==> src/inc/scd_consts.svh <==
`ifndef SCD_CONSTS_SVH
`define SCD_CONSTS_SVH

// ----------------------------------------
// Register offsets
// ----------------------------------------
`define SCD_OFS_SYS 8'h00
`define SCD_OFS_EXT 8'h04
`define SCD_OFS_STAT 8'h08

// ----------------------------------------
// Field positions
// ----------------------------------------
`define SCD_SRC_LSB 0
`define SCD_DIV_LSB 2
`define SCD_GRP_LSB 4
`define SCD_XEN_BIT 18
`define SCD_RCOFF_BIT 19

// ----------------------------------------
// Reset values and sizes
// ----------------------------------------
`define SCD_EXT_DIV_RST 2'h1
`define SCD_TRC_DIV_RST 2'h1
`define SCD_NGRP 7
`define SCD_NPIN 5

`endif

==> src/inc/scd_pkg.sv <==
package scd_pkg;

`include "scd_consts.svh"

typedef enum logic [1:0] {
    SCD_SRC_RC,
    SCD_SRC_XTAL,
    SCD_SRC_PLL
} scd_src_e;

typedef struct packed {
    logic psel;
    logic penable;
    logic pwrite;
    logic [7:0] paddr;
    logic [31:0] pwdata;
} scd_apb_req_s;

typedef struct packed {
    logic [31:0] prdata;
    logic pready;
    logic pslverr;
} scd_apb_rsp_s;

typedef struct packed {
    logic [1:0] div;
    logic en;
    logic idle_gate;
} scd_trace_cfg_s;

typedef struct packed {
    logic sys;
    logic ext_bus;
    logic trace;
    logic [`SCD_NGRP-1:0] grp;
    logic xtal_en;
    logic rc_en;
} scd_clk_out_s;

typedef struct packed {
    logic [`SCD_NPIN-1:0][2:0] sync;
    logic [`SCD_NPIN-1:0] pin;
    logic [1:0] src_sel;
    logic [1:0] sys_div;
    logic [`SCD_NGRP-1:0][1:0] grp_div;
    logic xtal_en;
    logic rc_off;
    logic [1:0] ext_div;
    scd_trace_cfg_s trc;
    scd_src_e act_src;
    logic [1:0] act_div;
    logic pend;
    logic [2:0] sys_cnt;
    logic sys_clk;
    logic sys_rise;
    logic sys_fall;
    logic [2:0] ext_cnt;
    logic ext_clk;
    logic [2:0] trc_cnt;
    logic trc_clk;
    logic [2:0] tap_cnt;
    logic [`SCD_NGRP-1:0] grp_clk;
    logic xtal_on;
    logic rc_on;
    scd_apb_rsp_s rsp;
} scd_state_s;

endpackage : scd_pkg

==> src/scd_clock_ctrl.sv <==
// Functional notes
// After reset the system clock runs from the 16 MHz RC oscillator.
// Source select picks RC oscillator, crystal oscillator or PLL.
// Selected source divided by 1, 2, 4 or 8 forms system clock.
// External bus clock is system clock divided by 1, 2 or 4.
// External bus divide resets to half the system clock.
// External bus clock may stop while no bus access runs.
// External bus clock has equal high and low times.
// Trace clock is system clock divided by 1, 2, 4 or 8.
// Trace clock divide resets to half the system clock.
// Trace divide field is written only through the debug port path.
// Clearing trace clock enable stops the trace clock.
// Idle gate stops trace clock while no trace message is sent.
// Trace clock has equal high and low times.
// Each peripheral group has its own independent divide 1, 2, 4, 8.
// Seven peripheral groups 0 to 6; group 7 reserved.
// Shared divider taps; group clock is half-system-period high pulse.
// Unused high-order taps of the shared divider are switched off.
// Software disables affected peripherals before changing group divide.
// Divided groups take proportionally more system cycles per access.
// Low-power mode forbids PLL and crystal; source falls back to RC.
// Crystal enabled after reset, software may disable; RC stays on. (Code stops RC in sleep when rc_off is set and RC is not the active source.)
// Source or divide switching is glitch-free.
`timescale 1ns/1ps

module scd_clock_ctrl
    import scd_pkg::*;
(
    // Clock and reset
    input wire logic core_clk,
    input wire logic rstn,
    // Register bus
    input wire scd_apb_req_s apb_req,
    output scd_apb_rsp_s apb_rsp,
    // Oscillator and mode pins
    input wire logic rc_osc_hf,
    input wire logic crystal_osc_hf,
    input wire logic pll_clk,
    input wire logic lp_mode,
    input wire logic sleep_req,
    // Activity from bus and trace logic
    input wire logic ebi_busy,
    input wire logic trace_busy,
    // Trace port controller write path
    input wire logic trace_cfg_wr,
    input wire scd_trace_cfg_s trace_cfg_in,
    // Clock outputs and oscillator enables
    output scd_clk_out_s clk_out
);

    localparam scd_state_s ST_RST = '{
        default: '0,
        xtal_en: 1'b1,
        ext_div: `SCD_EXT_DIV_RST,
        trc: '{div: `SCD_TRC_DIV_RST, en: 1'b1, idle_gate: 1'b0},
        act_src: SCD_SRC_RC,
        xtal_on: 1'b1,
        rc_on: 1'b1
    };

    scd_state_s st_reg;
    scd_state_s st_next;
    logic [`SCD_NPIN-1:0] pins;
    logic [`SCD_NPIN-1:0] pin_edge;
    logic src_edge;
    logic sys_tog;
    logic setup;
    logic acc;
    scd_src_e req_src;
    logic [1:0] max_div;
    logic [1:0] ext_d;

    // ----------------------------------------
    // Helpers
    // ----------------------------------------
    function automatic logic [2:0] dmask(input logic [1:0] d);
        return 3'((4'h1 << d) - 4'h1);
    endfunction : dmask

    function automatic logic last(input logic [2:0] c, input logic [1:0] d);
        return c == dmask(d);
    endfunction : last

    assign pins = {sleep_req, lp_mode, pll_clk, crystal_osc_hf, rc_osc_hf};
    assign apb_rsp = st_reg.rsp;
    assign clk_out = {st_reg.sys_clk, st_reg.ext_clk, st_reg.trc_clk,
        st_reg.grp_clk, st_reg.xtal_on, st_reg.rc_on};

    // ----------------------------------------
    // Next state
    // ----------------------------------------
    always_comb begin
        st_next = st_reg;
        pin_edge = '0;
        src_edge = 1'b0;
        sys_tog = 1'b0;
        req_src = SCD_SRC_RC;
        max_div = 2'h0;
        ext_d = 2'h0;
        setup = apb_req.psel && !apb_req.penable;
        acc = apb_req.psel && apb_req.penable && st_reg.rsp.pready;

        // Pins count a change once the second and third stages agree
        for (int i = 0; i < `SCD_NPIN; i++) begin
            st_next.sync[i] = {st_reg.sync[i][1:0], pins[i]};
            if (st_reg.sync[i][1] == st_reg.sync[i][2]) begin
                st_next.pin[i] = st_reg.sync[i][2];
            end
        end
        pin_edge = st_next.pin ^ st_reg.pin;
        src_edge = pin_edge[st_reg.act_src];

        // low-power fallback
        if (st_reg.pin[3]) begin
            req_src = SCD_SRC_RC;
        end else begin
            // source choice
            unique case (st_reg.src_sel)
                2'h1: req_src = SCD_SRC_XTAL;
                2'h2: req_src = SCD_SRC_PLL;
                default: req_src = SCD_SRC_RC;
            endcase
        end

        // count source half periods
        sys_tog = src_edge && last(st_reg.sys_cnt, st_reg.act_div);
        st_next.sys_rise = 1'b0;
        st_next.sys_fall = 1'b0;
        if (src_edge) begin
            st_next.sys_cnt = sys_tog ? 3'h0 : st_reg.sys_cnt + 3'h1;
        end
        if (sys_tog) begin
            st_next.sys_clk = !st_reg.sys_clk;
            st_next.sys_rise = !st_reg.sys_clk;
            st_next.sys_fall = st_reg.sys_clk;
        end

        // switch only in the low phase
        st_next.pend = (req_src != st_reg.act_src) || (st_reg.sys_div != st_reg.act_div);
        if (st_next.pend && !st_reg.sys_clk && !sys_tog) begin
            // Low phase restarts on the new source, so it can only grow
            st_next.act_src = req_src;
            st_next.act_div = st_reg.sys_div;
            st_next.sys_cnt = 3'h0;
            st_next.pend = 1'b0;
        end

        // external bus divider, code 3 treated as divide by 4
        ext_d = (st_reg.ext_div == 2'h3) ? 2'h2 : st_reg.ext_div;
        // hold low while the bus is idle
        if (!st_reg.ext_clk && !ebi_busy) begin
            st_next.ext_cnt = 3'h0;
        end else if (st_reg.sys_rise || st_reg.sys_fall) begin
            // toggle every divide system half periods
            if (last(st_reg.ext_cnt, ext_d)) begin
                st_next.ext_cnt = 3'h0;
                st_next.ext_clk = !st_reg.ext_clk;
            end else begin
                st_next.ext_cnt = st_reg.ext_cnt + 3'h1;
            end
        end

        // trace clock fully off
        if (!st_reg.trc.en) begin
            st_next.trc_cnt = 3'h0;
            st_next.trc_clk = 1'b0;
        end else if (st_reg.trc.idle_gate && !trace_busy && !st_reg.trc_clk) begin
            // idle gating
            st_next.trc_cnt = 3'h0;
        end else if (st_reg.sys_rise || st_reg.sys_fall) begin
            // symmetric trace divider
            if (last(st_reg.trc_cnt, st_reg.trc.div)) begin
                st_next.trc_cnt = 3'h0;
                st_next.trc_clk = !st_reg.trc_clk;
            end else begin
                st_next.trc_cnt = st_reg.trc_cnt + 3'h1;
            end
        end

        // only the taps some group uses keep counting
        for (int k = 0; k < `SCD_NGRP; k++) begin
            if (st_reg.grp_div[k] > max_div) begin
                max_div = st_reg.grp_div[k];
            end
        end
        st_next.tap_cnt = (st_reg.sys_rise ? st_reg.tap_cnt + 3'h1 : st_reg.tap_cnt)
            & dmask(max_div);
        // one shared divider, group pulses high for half a period
        if (st_reg.sys_rise) begin
            for (int k = 0; k < `SCD_NGRP; k++) begin
                // per-group tap choice slows the group
                st_next.grp_clk[k] = (st_reg.tap_cnt & dmask(st_reg.grp_div[k])) == 3'h0;
            end
        end else if (st_reg.sys_fall) begin
            st_next.grp_clk = '0;
        end

        // oscillator enables
        st_next.xtal_on = st_reg.xtal_en && !st_reg.pin[3];
        st_next.rc_on = !(st_reg.pin[4] && st_reg.rc_off && st_reg.act_src != SCD_SRC_RC);

        // trace settings only from the debug path
        if (trace_cfg_wr) begin
            st_next.trc = trace_cfg_in;
        end

        // ----------------------------------------
        // Register bus, one wait-free access phase
        // ----------------------------------------
        st_next.rsp.pready = setup;
        if (setup) begin
            st_next.rsp.pslverr = 1'b0;
            st_next.rsp.prdata = '0;
            case (apb_req.paddr)
                `SCD_OFS_SYS: begin
                    st_next.rsp.prdata = {12'h000, st_reg.rc_off, st_reg.xtal_en,
                        st_reg.grp_div, st_reg.sys_div, st_reg.src_sel};
                end
                `SCD_OFS_EXT: begin
                    st_next.rsp.prdata = {30'h0, st_reg.ext_div};
                end
                `SCD_OFS_STAT: begin
                    st_next.rsp.pslverr = apb_req.pwrite;
                    st_next.rsp.prdata = {21'h0, st_reg.trc, st_reg.pin[4],
                        st_reg.pin[3], st_reg.pend, st_reg.act_div, st_reg.act_src};
                end
                default: begin
                    st_next.rsp.pslverr = 1'b1;
                end
            endcase
        end
        if (acc && apb_req.pwrite && !st_reg.rsp.pslverr) begin
            if (apb_req.paddr == `SCD_OFS_SYS) begin
                // software selection fields
                st_next.src_sel = apb_req.pwdata[`SCD_SRC_LSB +: 2];
                st_next.sys_div = apb_req.pwdata[`SCD_DIV_LSB +: 2];
                st_next.grp_div = apb_req.pwdata[`SCD_GRP_LSB +: 2 * `SCD_NGRP];
                st_next.xtal_en = apb_req.pwdata[`SCD_XEN_BIT];
                st_next.rc_off = apb_req.pwdata[`SCD_RCOFF_BIT];
            end else if (apb_req.paddr == `SCD_OFS_EXT) begin
                st_next.ext_div = apb_req.pwdata[1:0];
            end
        end
    end

    // ----------------------------------------
    // State register
    // ----------------------------------------
    // reset values
    always_ff @(posedge core_clk or negedge rstn) begin
        if (!rstn) begin
            st_reg <= ST_RST;
        end else begin
            st_reg <= st_next;
        end
    end
endmodule : scd_clock_ctrl
==> config.mk <==
export PLATFORM = sky130hd
export DESIGN_NAME = scd_clock_ctrl
export DESIGN_NICKNAME = d
export VERILOG_FILES = /design/src/inc/scd_pkg.sv /design/src/scd_clock_ctrl.sv
export VERILOG_INCLUDE_DIRS = /design/src /design/src/inc
export SDC_FILE = /design/constraint.sdc
export NUM_CORES = 1
export LEC_CHECK = 0
export ABC_AREA = 1
export BUFFER_PORTS_ARGS = -buffer_cell sky130_fd_sc_hd__buf_2
export CORE_MARGIN = 5
export CORE_UTILIZATION = 59
export DETAILED_ROUTE_END_ITERATION = 12
export PLACE_DENSITY = 0.84
export SETUP_SLACK_MARGIN = 0.3
export SYNTH_ARGS = -nofsm -noshare
export SYNTH_HDL_FRONTEND = slang
export SYNTH_SLANG_ARGS = --single-unit
export TNS_END_PERCENT = 1
==> constraint.sdc <==
create_clock -name core_clk -period 12.7 [get_ports core_clk]
set_clock_uncertainty 0.05 [all_clocks]
set_input_delay 1.905 -clock core_clk [delete_from_list [all_inputs] [get_ports core_clk]]
set_output_delay 1.905 -clock core_clk [all_outputs]
set_load 0.02 [all_outputs]
==> impl_metrics.ini <==
[outcome]
status = completed

[sta]
timing.hold.ws_ps = 306
drv_slew = 0
timing.final.crit_share_pct = 43.4
worst_slew_pin_slew_ps = 1040
grt_setup_unrepaired = no
fmax_ghz = 0.182
relSlewSlack_pct = 30.4
fin_ws_ps = 7190
period_needed_ps = 5510
finalHoldViolCount = 0
setup-violations-final = 0
tns_ps = 0

[final_layout]
largest_reg_flops = 55
multi_input_area_mm2 = 0.00193
num_antenna_cells = 0
syn2layout_area_growth_pct = 6.77
nets = 685
register_area_mm2 = 0.00248
mostFrequentLayoutCells = 113 x nand2_1, 93 x dfrtp_1, 77 x buf_2
drive_gt1_share_pct = 20.0
mostFrequentLayoutCell = nand2_1
fillers = 702

[die]
core_area_mm2 = 0.00826
pin_count = 103
die_w_um = 102
rows = 33
die-height_um = 102
floorplan.initialDensity_pct = 60.9
dieArea_mm2 = 0.0105

[yosys]
async_flop_share_pct = 100
synth.top_cell.area_share_pct = 46.3
synth-seq-cells = 99
synth_edf_count = 0
syn-cell-area_mm2 = 0.00503
synth_top_area_cell = dfrtp_1
synth.distinct_cells = 41
synthTopCellsByArea = dfrtp_1 46%, nand2_1 8.4%, buf_4 7.0%, ha_1 5.5%, inv_1 4.6%
ys.flop_type = dfrtp_1
yosysWarnings = 0
synthesis.instances = 563
seq_area_frac_synth_pct = 49.4
synth_area_per_cell_um2 = 8.93

[routing]
routed_wirelength_um = 10400
drtAntennaViolNets = 0
avgRoutedWirePerCell_um = 14.5
dr.first_iter.drc_count = 247
dr.pass1.iters = 4
post-route-drc-count = 0
routed_via_density = 5.33
via_count = 3816

[critical_path]
path_max_fanout = 5
start_kind = flop
arrival_ps = 5770
critPathKind = flop to flop
max_stage_delay_ps = 390
end_kind = flop
crit_required_ps = 12960
crit_path_top_delay_cell = dfrtp_1

[grt]
antenna_found_initial = 0
grt_pass1_vias = 3759
overflow = 0
track_usage_pct = 21.1
grt_pass1_wl_um = 17400
grt_max_degree = 67

[clock_tree]
cts_root_buffer = clkbuf_8
postCtsHoldBufs = 0
cts_tree = done
cts_num_sinks = 99
cts_buffers = 9
cts_resized = 0
clock_path_buffers = 2
clk_pin_slew_ps = 100
htree_num_levels = 3
insertion_delay_ps = 370
postCtsSetupRepairBufs = 0

[place]
hpwl_um = 7640
place_congestion = 0.903
io_buffers = 78
post-place-ws_ps = 7360

[pwr]
power_leakage_nw = 2.91
ir_drop_mv = 0.0743
power_uw = 741
p_per_area_mw_per_mm2 = 138

[flow_run]
cap_viol_max_count = 0

[hold_path]
hold_class = flop to flop
-- layer usage --
layer	global-route usage, %	part of all wire, %	vias up
li1	-	-	1865
met1	26.3	41	1824
met2	36.3	52	111
met3	4.64	5.7	16
met4	7.37	1.4	0
met5	0	0	-
-- where the power goes --
| part | internal (mW) | switching, mW | total (mW) |
|---|---|---|---|
| Sequential | 0.351 | 0.0332 | 0.385 |
| Clock | 0.0730 | 0.112 | 0.185 |
| Combinational | 0.0605 | 0.111 | 0.171 |
-- through the flow --
step                instances  area [um^2]  utilization [%]
floorplan                 574         5070                -
global placement          700         5190             62.9
detailed placement        700         5190             62.9
CTS                       716         5370             65.0
global route              716         5370             65.0
finish                    716         5370             65.0
-- worst max-delay path: cells and delay by family, from the launching register on --
kind	cells	cell delay, ps
AO/OA/AOI/OAI	8	1290
flip-flops	1	390
buffers and inverters	6	390
adder cells (fa/ha/maj)	6	1440
AND/OR/NAND/NOR	13	1870
-- cell usage after synthesis, types with 5 or more instances --
| cell type | instances |
|---|---|
| o31ai_1 | 8 |
| ha_1 | 22 |
| o22ai_1 | 9 |
| o21ai_2 | 5 |
| xor2_1 | 7 |
| nand2_1 | 113 |
| o221ai_1 | 5 |
| nor2_1 | 39 |
| dfrtp_1 | 93 |
| buf_4 | 47 |
| a21oi_1 | 30 |
| nand4_1 | 5 |
| inv_1 | 62 |
| nand3_1 | 20 |
| o21ai_0 | 36 |
| clkbuf_1 | 8 |
| dfstp_2 | 6 |
-- final timing paths --
check	from	to	slack (ps)	depth (start not counted)
worst min register to register	st_next[103]$_DFF_PN0_	st_next[104]$_DFF_PN0_	310	0
max in group asynchronous	rstn	st_reg[88]$_DFFE_PN0P_	10020	2
worst max-delay path	st_reg[74]$_DFFE_PN0P_	st_reg[43]$_DFF_PN0_	7190	33
min in group asynchronous	rstn	apb_rsp[17]$_DFFE_PN0P_	1410	1
worst max register to register	st_reg[74]$_DFFE_PN0P_	st_reg[43]$_DFF_PN0_	7190	33
worst min-delay path	st_next[103]$_DFF_PN0_	st_next[104]$_DFF_PN0_	310	0
-- cell type report --
type,count,area share [%]
well taps,105,2.45
inverters,66,4.61
flip-flops and latches,99,46.3
clock inverters,6,0.932
repair buffers,79,7.46
multi-input cells,351,35.9
clock buffers,10,2.38
-- cell families after synthesis --
kind of cell             after synthesis  synth area share, %
buffers and inverters                124                 13.1
XOR/XNOR                              11                 1.92
multiplexers                           1                0.298
AND/OR/NAND/NOR                      195                 16.4
flip-flops                            99                 49.4
adder cells (fa/ha/maj)               23                 5.67
AO/OA/AOI/OAI                        109                 13.2
other                                  1               0.0746
No activity file was read; power rests on OpenSTA's default activity.
